==> config.mk <==
export PLATFORM = sky130hd
export DESIGN_NAME = umst_spi_master
export DESIGN_NICKNAME = d
export VERILOG_FILES = /design/src/logic/umst_pkg.sv /design/src/logic/umst_rx_buffer.sv /design/src/logic/umst_spi_master.sv
export SDC_FILE = /design/constraint.sdc
export NUM_CORES = 1
export LEC_CHECK = 0
export ABC_AREA = 1
export BUFFER_PORTS_ARGS = -buffer_cell sky130_fd_sc_hd__buf_2
export CORE_ASPECT_RATIO = 1.1
export CORE_MARGIN = 5
export CORE_UTILIZATION = 50
export DETAILED_ROUTE_END_ITERATION = 8
export GPL_TIMING_DRIVEN = 0
export PLACE_DENSITY = 0.76
export REMOVE_ABC_BUFFERS = 1
export SLEW_MARGIN = 10
export SYNTH_ARGS = -nofsm -noshare
export SYNTH_HDL_FRONTEND = slang
export SYNTH_SLANG_ARGS = --single-unit
==> constraint.sdc <==
create_clock -name mclk -period 1.9 [get_ports mclk]
set_clock_uncertainty 0.1 [all_clocks]
set_input_delay 0.19 -clock mclk [delete_from_list [all_inputs] [get_ports mclk]]
set_output_delay 0.19 -clock mclk [all_outputs]
set_load 0.005 [all_outputs]
==> src/logic/umst_pkg.sv <==
// constants and types for the master spi transfer block
// assumes a single 100 MHz clock domain; no bus, control bits are ports
//
// Operation
// - transfers only while transmitter is enabled
// - transmitter enable hands output pin to shifter
// - receiver optional, transmit works without it
// - receiver enable hands input pin to sampler
// - transfer clock pin clocks every transfer
// - data write starts transfer and reception
// - buffer moves to shifter when shifter free
// - overflow drops newest byte, keeps oldest
// - frame, overrun, parity flags read zero
// - status flags behave as normal usart
// - disabling acts as in normal usart
// - receive flag tracks unread data, flush on disable
// - transmit complete sets when idle, write-one clears
// - data empty flag high when buffer free
// - transmitter disable waits until nothing pending
package umst_pkg;
   // ==================================================================
   // sizes and reset values
   localparam int FRAME_BITS = 8;
   localparam int RX_DEPTH = 2;
   localparam logic [11:0] BAUD_RESET = 12'h000;
   localparam logic XCK_IDLE_LOW = 1'b0;
   localparam logic SDO_IDLE = 1'b1;
   // shifter states
   typedef enum logic [1:0] {
      UMST_IDLE = 2'b00,
      UMST_LEAD = 2'b01,
      UMST_TRAIL = 2'b10
   } umst_state_t;
endpackage

==> src/logic/umst_rx_buffer.sv <==
// two-deep receive buffer that keeps the oldest bytes
// assumes push and pop are single-cycle pulses on mclk
`timescale 1ns/1ps
module umst_rx_buffer #(
   parameter int WIDTH = 8,
   parameter int DEPTH = 2
) (
   input wire logic mclk,
   input wire logic reset_n,
   input wire logic flush,
   input wire logic push,
   input wire logic [WIDTH-1:0] push_data,
   input wire logic pop,
   output logic [WIDTH-1:0] head_data,
   output logic not_empty
);
   import umst_pkg::*;
   // ==================================================================
   // storage
   // refuse depths the shuffle logic cannot serve
   if (DEPTH != 2) begin : g_bad_depth
      $error("umst_rx_buffer: depth must be 2");
   end
   logic [WIDTH-1:0] mem_reg [DEPTH]; // slot 0 is the head
   logic [1:0] count_reg; // bytes held
   logic do_pop; // a pop with data present
   assign do_pop = pop && (count_reg != 2'h0);
   assign not_empty = (count_reg != 2'h0);
   assign head_data = mem_reg[0];
   // count and shuffle
   always_ff @(posedge mclk or negedge reset_n) begin
      if (!reset_n) begin
         count_reg <= 2'h0;
         mem_reg[0] <= '0;
         mem_reg[1] <= '0;
      end else if (flush) begin
         count_reg <= 2'h0;
      end else begin
         if (do_pop) begin
            mem_reg[0] <= mem_reg[1];
         end
         if (push && (count_reg != 2'h2 || do_pop)) begin
            if (do_pop) begin
               if (count_reg == 2'h1) mem_reg[0] <= push_data;
               else mem_reg[1] <= push_data;
            end else if (count_reg == 2'h0) begin
               mem_reg[0] <= push_data;
            end else begin
               mem_reg[1] <= push_data;
            end
         end
         if (do_pop && !push) count_reg <= count_reg - 2'h1;
         else if (push && !do_pop && count_reg != 2'h2)
            count_reg <= count_reg + 2'h1;
      end
   end
endmodule

==> src/logic/umst_spi_master.sv <==
// master spi transfer engine: transmit buffer, shifter, clock, receive
// assumes software strobes are one-cycle pulses on mclk
`timescale 1ns/1ps
module umst_spi_master #(
   parameter int FRAME = umst_pkg::FRAME_BITS
) (
   input wire logic mclk,
   input wire logic reset_n,
   input wire logic tx_enable, // transmitter enable bit
   input wire logic rx_enable, // receiver enable bit
   input wire logic data_order_lsb, // 1 sends lsb first
   input wire logic clock_phase, // 1 samples on trailing edge
   input wire logic clock_polarity, // 1 idles clock high
   input wire logic [11:0] baud_div, // half period = baud_div+1 cycles
   input wire logic data_write, // write strobe to data location
   input wire logic [7:0] data_wdata,
   input wire logic data_read, // read strobe of data location
   output logic [7:0] data_rdata,
   input wire logic tx_complete_clear, // write one to transmit complete
   input wire logic tx_complete_ack, // interrupt executed
   output logic receive_complete_flag,
   output logic transmit_complete_flag,
   output logic data_empty_flag,
   output logic frame_error_flag,
   output logic overrun_flag,
   output logic parity_error_flag,
   output logic tx_active, // transmitter owns the output pin
   output logic rx_active, // receiver owns the input pin
   output logic serial_output_pin,
   output logic serial_output_pin_oe_n,
   input wire logic serial_input_pin,
   output logic transfer_clock_pin
);
   import umst_pkg::*;
   // ==================================================================
   // checks and synchronised input
   // refuse frame lengths the bit counter cannot serve
   if (FRAME != 8) begin : g_bad_frame
      $error("umst_spi_master: frame must be 8 bits");
   end
   logic sdi_meta_reg, sdi_sync_reg; // two-flop input sync
   always_ff @(posedge mclk or negedge reset_n) begin
      if (!reset_n) begin
         sdi_meta_reg <= 1'b0;
         sdi_sync_reg <= 1'b0;
      end else begin
         sdi_meta_reg <= serial_input_pin;
         sdi_sync_reg <= sdi_meta_reg;
      end
   end
   // ==================================================================
   // enables
   logic tx_on_reg; // transmitter really enabled
   logic buf_full_reg; // transmit buffer holds a byte
   logic [7:0] buf_reg;
   umst_state_t state_reg;
   logic shifting; // shifter busy
   assign shifting = (state_reg != UMST_IDLE);
   always_ff @(posedge mclk or negedge reset_n) begin
      if (!reset_n) begin
         tx_on_reg <= 1'b0;
      end else if (tx_enable) begin
         tx_on_reg <= 1'b1;
      end else if (!buf_full_reg && !shifting && !data_write) begin
         // a write landing on the last cycle keeps the transmitter on,
         // otherwise that byte would be stranded in the buffer
         // same disable behaviour
         tx_on_reg <= 1'b0;
      end
   end
   assign tx_active = tx_on_reg;
   assign serial_output_pin_oe_n = !tx_on_reg;
   assign rx_active = rx_enable;
   assign frame_error_flag = 1'b0;
   assign overrun_flag = 1'b0;
   assign parity_error_flag = 1'b0;
   // ==================================================================
   // transmit buffer
   logic load; // buffer to shifter move
   assign load = buf_full_reg && !shifting && tx_on_reg;
   always_ff @(posedge mclk or negedge reset_n) begin
      if (!reset_n) begin
         buf_full_reg <= 1'b0;
         buf_reg <= 8'h00;
      end else if (data_write && tx_on_reg && !buf_full_reg) begin
         buf_full_reg <= 1'b1;
         buf_reg <= data_wdata;
      end else if (load) begin
         buf_full_reg <= 1'b0;
      end
   end
   assign data_empty_flag = !buf_full_reg;
   // ==================================================================
   // baud divider: one-cycle enable per half bit
   logic [11:0] div_reg;
   logic half_tick;
   assign half_tick = shifting && (div_reg == 12'h000);
   always_ff @(posedge mclk or negedge reset_n) begin
      if (!reset_n) begin
         div_reg <= BAUD_RESET;
      end else if (!shifting || half_tick) begin
         div_reg <= baud_div;
      end else begin
         div_reg <= div_reg - 12'h001;
      end
   end
   // ==================================================================
   // shifter
   logic [7:0] tx_sh_reg, rx_sh_reg;
   logic [2:0] bit_reg; // bits done in frame
   logic sck_reg; // clock before polarity
   logic sdo_reg;
   logic frame_done; // last trailing edge
   logic tx_out_bit, rx_in_bit;
   logic [7:0] rx_frame;
   assign tx_out_bit = data_order_lsb ? tx_sh_reg[0] : tx_sh_reg[7];
   assign frame_done = half_tick && state_reg == UMST_TRAIL &&
      bit_reg == 3'h7;
   assign rx_in_bit = sdi_sync_reg;
   // byte as received, with the bit sampled on the last edge
   assign rx_frame = data_order_lsb ? {rx_in_bit, rx_sh_reg[7:1]} :
      {rx_sh_reg[6:0], rx_in_bit};
   // state, clock and data
   // eight bits each way
   always_ff @(posedge mclk or negedge reset_n) begin
      if (!reset_n) begin
         state_reg <= UMST_IDLE;
         tx_sh_reg <= 8'h00;
         rx_sh_reg <= 8'h00;
         bit_reg <= 3'h0;
         sck_reg <= XCK_IDLE_LOW;
         sdo_reg <= SDO_IDLE;
      end else begin
         unique case (state_reg)
            UMST_IDLE: begin
               sck_reg <= XCK_IDLE_LOW;
               if (load) begin
                  tx_sh_reg <= buf_reg;
                  bit_reg <= 3'h0;
                  state_reg <= UMST_LEAD;
                  // phase 0 sets up the first bit before leading edge
                  if (!clock_phase) begin
                     sdo_reg <= data_order_lsb ? buf_reg[0] : buf_reg[7];
                  end
               end
            end
            UMST_LEAD: begin
               if (half_tick) begin
                  sck_reg <= 1'b1;
                  state_reg <= UMST_TRAIL;
                  if (clock_phase) begin
                     sdo_reg <= tx_out_bit;
                  end else begin
                     rx_sh_reg <= rx_frame;
                  end
                  // shift after the bit is on the line
                  tx_sh_reg <= data_order_lsb ? {1'b0, tx_sh_reg[7:1]} :
                     {tx_sh_reg[6:0], 1'b0};
               end
            end
            UMST_TRAIL: begin
               if (half_tick) begin
                  sck_reg <= 1'b0;
                  bit_reg <= bit_reg + 3'h1;
                  if (clock_phase) begin
                     rx_sh_reg <= rx_frame;
                  end else if (bit_reg != 3'h7) begin
                     sdo_reg <= tx_out_bit;
                  end
                  state_reg <= (bit_reg == 3'h7) ? UMST_IDLE : UMST_LEAD;
               end
            end
            default: state_reg <= UMST_IDLE;
         endcase
      end
   end
   assign transfer_clock_pin = sck_reg ^ clock_polarity;
   assign serial_output_pin = tx_on_reg ? sdo_reg : SDO_IDLE;
   // ==================================================================
   // received byte capture at frame end
   logic rx_push_reg; // one-cycle push after the frame
   logic [7:0] rx_byte_reg;
   always_ff @(posedge mclk or negedge reset_n) begin
      if (!reset_n) begin
         rx_push_reg <= 1'b0;
         rx_byte_reg <= 8'h00;
      end else begin
         rx_push_reg <= frame_done && rx_enable;
         if (frame_done) begin
            // phase 0 sampled the last bit on the leading edge already
            rx_byte_reg <= clock_phase ? rx_frame : rx_sh_reg;
         end
      end
   end
   logic rx_has;
   logic [7:0] rx_head;
   umst_rx_buffer #(
      .WIDTH(8),
      .DEPTH(RX_DEPTH)
   ) u_rx_buffer (
      .mclk(mclk),
      .reset_n(reset_n),
      .flush(!rx_enable),
      .push(rx_push_reg),
      .push_data(rx_byte_reg),
      .pop(data_read),
      .head_data(rx_head),
      .not_empty(rx_has)
   );
   assign receive_complete_flag = rx_has;
   // head byte returned on each read
   always_ff @(posedge mclk or negedge reset_n) begin
      if (!reset_n) begin
         data_rdata <= 8'h00;
      end else begin
         data_rdata <= rx_head;
      end
   end
   // ==================================================================
   // transmit complete, set wins over clear
   logic txc_reg;
   // set at frame end with buffer empty, clear by write or ack
   always_ff @(posedge mclk or negedge reset_n) begin
      if (!reset_n) begin
         txc_reg <= 1'b0;
      end else if (frame_done && !buf_full_reg) begin
         txc_reg <= 1'b1;
      end else if (tx_complete_clear || tx_complete_ack) begin
         txc_reg <= 1'b0;
      end
   end
   assign transmit_complete_flag = txc_reg;
endmodule

Word level (Yosys, flattened, before mapping)
Cells that the tools add are included.

Multipliers: 0. Multiplexer cells: 49. Eq/ne operators: 17. $lt $le $gt $ge: 0. Bitwise gates (word level): 1. Div/mod/pow operators: 0. Shifts and indexed selects: 0. Reductions and logical operators: 44. Add/subtract/negate cells: 4.

Operators by type and width (number): 8-bit 2-to-1 mux (13); 16-bit 2-to-1 mux (2); 8-bit one-hot mux with 2 select lines (2); 1-bit 2-to-1 mux (19); 2-bit inequality test (second input constant) (9); 1-bit logical AND (16); 2-bit nonzero test (8); 12-bit zero test (1); 12-bit 2-to-1 mux (1); 2-bit 2-to-1 mux (6); 3-bit AND reduction (4); 12-bit by 1-bit subtractor with 12-bit output (second input constant) (1); 4-bit AND reduction (2); 8-bit AND reduction (1); 1-bit zero test (6); 3-bit 2-to-1 mux (2); 1-bit one-hot mux with 3 select lines (2); 2-bit one-hot mux with 3 select lines (1); 3-bit one-hot mux with 2 select lines (1); 2-bit by 1-bit == test with 1-bit output (second input constant) (2); 2-bit zero test (2); 2-bit by 1-bit inequality test with 1-bit output (second input constant) (2); 3-bit by 1-bit adder with 3-bit output (second input constant) (1); 3-bit == test (second input constant) (1); other kinds (8) (10).

Bits in read-only memories: 0. Output and inout bits: 19. Bits in latches: 0. Flip-flop bits (word level): 83. RAM bits: 0. Memories: 0.

Longest topological paths before layout
Word-level depth: 8. Mapped depth: 10.

By module
A second synthesis with hierarchy kept.

Cell total of the unflattened synthesis: 577. Area, all modules: 4621.9 µm².

Modules (own cells, without submodules): umst_spi_master (instances 1, seq. area each 1627.8 µm², area each 3315.7 µm², cells each 401); umst_rx_buffer (instances 1, seq. area each 450.4 µm², area each 1306.3 µm², cells each 176).

Worst setup path after synthesis
Ideal clock, no wire load.

Path kind: reg2reg. Start: register u_rx_buffer.count_reg[0]. End: register u_rx_buffer.mem_reg, in the netlist u_rx_buffer.head_data[1]. Setup time: 120 ps. Path slack: 199 ps. Stages on the path, launching flop included: 11. Data required time: 1680 ps. Data arrival time: 1482 ps. Path through: dfrtp_1 inv_1 ha_1 inv_1 nand2_1 o21ai_2 nand2_1 nor2_4 inv_1 o21ai_0 inv_1.

Cells in the longest elaborated chain, start to end: 6.

RTL lines: start: declaration (RTL line umst_rx_buffer.sv:25) `logic [1:0] count_reg;`; start signal: assignment (RTL line umst_rx_buffer.sv:52) `if (do_pop && !push) count_reg <= count_reg - 2'h1;`; start signal: assignment (RTL line umst_rx_buffer.sv:54) `count_reg <= count_reg + 2'h1;`; 2-bit nonzero test (*); net receive_complete_flag (RTL line umst_spi_master.sv:21) `output logic receive_complete_flag,`; 1-bit logical AND (*) (RTL line umst_rx_buffer.sv:27) `assign do_pop = pop && (count_reg != 2'h0);`; 8-bit 2-to-1 mux (RTL line umst_rx_buffer.sv:39) `if (do_pop) begin`; 8-bit 2-to-1 mux, on equally long branches (RTL line umst_rx_buffer.sv:46, umst_rx_buffer.sv:44); 16-bit 2-to-1 mux (RTL line umst_rx_buffer.sv:43) `if (do_pop) begin`; 16-bit 2-to-1 mux (*) (RTL line umst_rx_buffer.sv:42) `if (push && (count_reg != 2'h2 || do_pop)) begin`; end: declaration (RTL line umst_rx_buffer.sv:24) `logic [WIDTH-1:0] mem_reg [DEPTH];`.

Mark *: on every way through the listed nets, which the timed path passes. The rest lies on a longest branch. A chain may end at the register's enable or synchronous reset.

Worst setup path in the final report
Start: register u_rx_buffer.count_reg[1]. End: register u_rx_buffer.mem_reg, in the netlist u_rx_buffer.head_data[1].

Cells in the longest elaborated chain, start to end: 6.

RTL lines (RTL line): 2-bit nonzero test (umst_rx_buffer.sv:27); 1-bit logical AND (umst_rx_buffer.sv:27); 8-bit 2-to-1 mux (umst_rx_buffer.sv:39); 8-bit 2-to-1 mux, on equally long branches (umst_rx_buffer.sv:46, umst_rx_buffer.sv:44); 16-bit 2-to-1 mux (umst_rx_buffer.sv:43); 16-bit 2-to-1 mux (*) (umst_rx_buffer.sv:42).

Mark *: on every way between the ends. The rest lies on a longest branch, timed or not.

==> results_dict.tcl <==
set metrics [dict create \
    netlist.top_cell.by_area "dfrtp_1" \
    yosys_register_bits 83 \
    final_layout_size_suffix_gt1_share_pct 19.5 \
    cts_root_buffer "clkbuf_8" \
    hp-class "in -> reg" \
    dieArea_um2 10500 \
    r2r_start "u_rx_buffer.count_reg[1]" \
    hold_viol_final 0 \
    num_io_pins 51 \
    wl_mm 8.90 \
    maxCapViolCount 0 \
    antenna_found_initial 0 \
    vias_per_cell 4.92 \
    drcViolationCount 0 \
    path_common_cell "inv_1" \
    ys_types 35 \
    syn_inst 525 \
    syn_area_per_cell_um2 8.13 \
    port_buffers 47 \
    placed_cell_area_um2 4570 \
    finish.utilization_pct 62.3 \
    ys.flop_type "dfrtp_1" \
    nets 650 \
    cp-endpoint "u_rx_buffer.head_data[1]" \
    place.gp.congestion 0.835 \
    path_clk_slew_ns 0.08 \
    critPathBufInv 4 \
    postSynth.asyncResetShare_pct 100 \
    design_area_um2 5210 \
    post-route-min-period_ns 1.83 \
    cts_tree "done" \
    critPathSlowestCell "dfrtp_1" \
    max_freq_mhz 547 \
    diodes 0 \
    setup_viol 0 \
    maxSlewViolCount 0 \
    yosysWarnings 0 \
    multiInputGateArea_um2 1930 \
    register_area_um2 2080 \
    worstPathRequired_ns 2.03 \
    nFillCells 704 \
    cellPowerDensity_nw_per_um2 1340 \
    dpl_worst_slack_ns -0.456 \
    cp_top_family "compound AO/OA/AOI/OAI gates" \
    end_kind "flop" \
    reg2reg_slack_ns 0.07 \
    ys_seq_area_share_pct 48.7 \
    grt_max_degree 59 \
    p_leak_uw 0.00271 \
    synth_area_leaders "dfrtp_1 (48%), nand2_1 (14%), o21ai_0 (6.0%)" \
    dpl.hpwl_mm 5.83 \
    synth_area_um2 4270 \
    grt_pass1_wl_mm 14.7 \
    gr-usage-all-layers_pct 16.8 \
    status "completed" \
    peakVddDrop_mv 0.676 \
    grt_pass1_vias 3376 \
    vias 3552 \
    syn_to_final_growth_pct 22.1 \
    rows 35 \
    fp.dieW_um 98.1 \
    initial_core_util_pct 51.0 \
    largest_reg_flops 12 \
    synth_top_cell_area_share_pct 48.1 \
    finalPower_uw 6990 \
    crit_path_max_fanout 7 \
    r2r_end "u_rx_buffer.head_data[1]" \
    htree_levels 3 \
    cp_cell_sequence "inv_1, ha_2, inv_2, nand2_1, o21ai_2, nand2_4, nor2_4, inv_1, o21ai_0, inv_1" \
    worstSetupStartpointType "flop" \
    die_y_um 107 \
    finalCritPeriodShare_pct 96.3 \
    clk_path_buf_depth 2 \
    cts_buffers 9 \
    clkLatencyLatePin_ns 0.35 \
    worstSetupStartpoint "u_rx_buffer.count_reg[1]" \
    gr-total-overflow 0 \
    worst_slack_ns 0.0709 \
    reg2reg_depth 10 \
    cp.arrival_ns 1.96 \
    path_depth 10 \
    core-area_um2 8360 \
    dr.pass1.iters 4 \
    ant_nets 0 \
    max_stage_delay_ns 0.36 \
    clkSinkCount 83 \
    critical_path_class "reg -> reg" \
    synth_edf_count 0 \
    wl_per_cell_um 12.3 \
    drt_iter0_drc 172 \
]
cell usage after synthesis (2+ instances only):
master	number
inv_2	2
inv_1	58
xor2_1	3
o21ai_0	51
ha_1	12
o21ai_2	2
o22ai_1	8
or2_2	9
a21oi_1	5
nand3_1	16
nand2_1	162
buf_4	5
o21ai_1	12
a211oi_1	2
buf_2	9
nand2_2	3
o221ai_1	4
nor3_1	2
nor2_1	43
xnor2_1	8
nand4_1	4
mux2_2	6
nor2_4	3
o211ai_1	2
clkbuf_1	3
dfrtp_1	82
per-stage QoR:
stage | hold WS [ns] | cells | TNS [ns]
2_1_floorplan | -0.206 | 509 | -0.137
3_3_place_gp | 0.202 | 667 | -12.02
3_5_place_dp | 0.0260 | 668 | -8.62
4_1_cts | 0.000138 | 711 | -0.0395
5_1_grt | 0.00746 | 722 | -0.0686
6_report | 0.0170 | 722 | 0
layout by cell type (no fill, tap or decap), drive strengths merged, types with 11 or more instances in the layout:
cell         synthesis  layout
nand3               17      17
inv                 60      59
dlygate4sd3          0      24
nand2              165     165
dfrtp               82      82
o21ai               65      65
clkbuf               3      11
nor2                46      46
ha                  12      12
buf                 15      60
worst min path at each step:
stage | depth (start not counted) | endpoint | slack (ns) | startpoint
2_1_floorplan | 0 | bit_reg[0] | -0.21 | reset_n
3_3_place_gp | 1 | sdi_meta_reg | 0.20 | serial_input_pin
3_5_place_dp | 1 | div_reg[5] | 0.03 | reset_n
4_1_cts | 3 | tx_active | 0.0001 | data_write
5_1_grt | 3 | tx_active | 0.007 | data_write
6_report | 3 | buf_reg[0] | 0.02 | data_wdata[0]
layout make-up:
type / count / area share (%)
well taps: 111 / 2.67
inverters: 60 / 4.44
flip-flops and latches: 83 / 39.9
repair inverters: 2 / 0.288
repair buffers: 84 / 11.9
clock inverters: 5 / 1.03
clock buffers: 11 / 2.72
multi-input cells: 366 / 37.0
per-layer routing:
metal / wire length (um) / track usage [%] / vias to the layer above
li1: - / - / 1831
met3: 400 / 4.23 / 13
met5: 0 / 0 / -
met1: 3810 / 20.2 / 1626
met2: 4570 / 29.0 / 82
met4: 112 / 6.23 / 0
worst register-to-register path: cells and delay by family (launching register included):
kind            cells  cell delay (ns)
compound gates      2             0.39
fa+ha+maj           1             0.21
buf+inv             4             0.31
flops               1             0.36
simple gates        3             0.34
report_power, final:
| part | leakage (uW) | switching (uW) | total, uW | internal, uW |
|---|---|---|---|---|
| sequential | 0.000986 | 366 | 2700 | 2330 |
| clock | 0.000103 | 616 | 1260 | 640 |
| combinational | 0.00162 | 1790 | 3030 | 1240 |
kinds of logic (layout without fill, tap and decap cells):
logic type / Yosys count / in the layout / share of synthesized area, %
multiplexers: 6 / 6 / 1.58
AO/OA/AOI/OAI: 89 / 89 / 11.7
adder cells (fa/ha/maj): 12 / 12 / 3.52
XOR/XNOR: 11 / 11 / 2.26
AND/OR/NAND/NOR: 245 / 245 / 24.4
other: 1 / 3 / 0.0879
flip-flops: 83 / 83 / 48.7
buffers and inverters: 78 / 162 / 7.74
what timing repair did:
action | in CTS | in global routing
setup endpoints to repair | 47 | 48
endpoints found under the hold margin | 47 | 0
pin swaps | 1 | 7
resized for setup | 8 | 13
cloned | 0 | 2
setup buffers | 3 | 9
hold buffers | 24 | 0
Note: power is estimated with default switching activity, not from simulation.
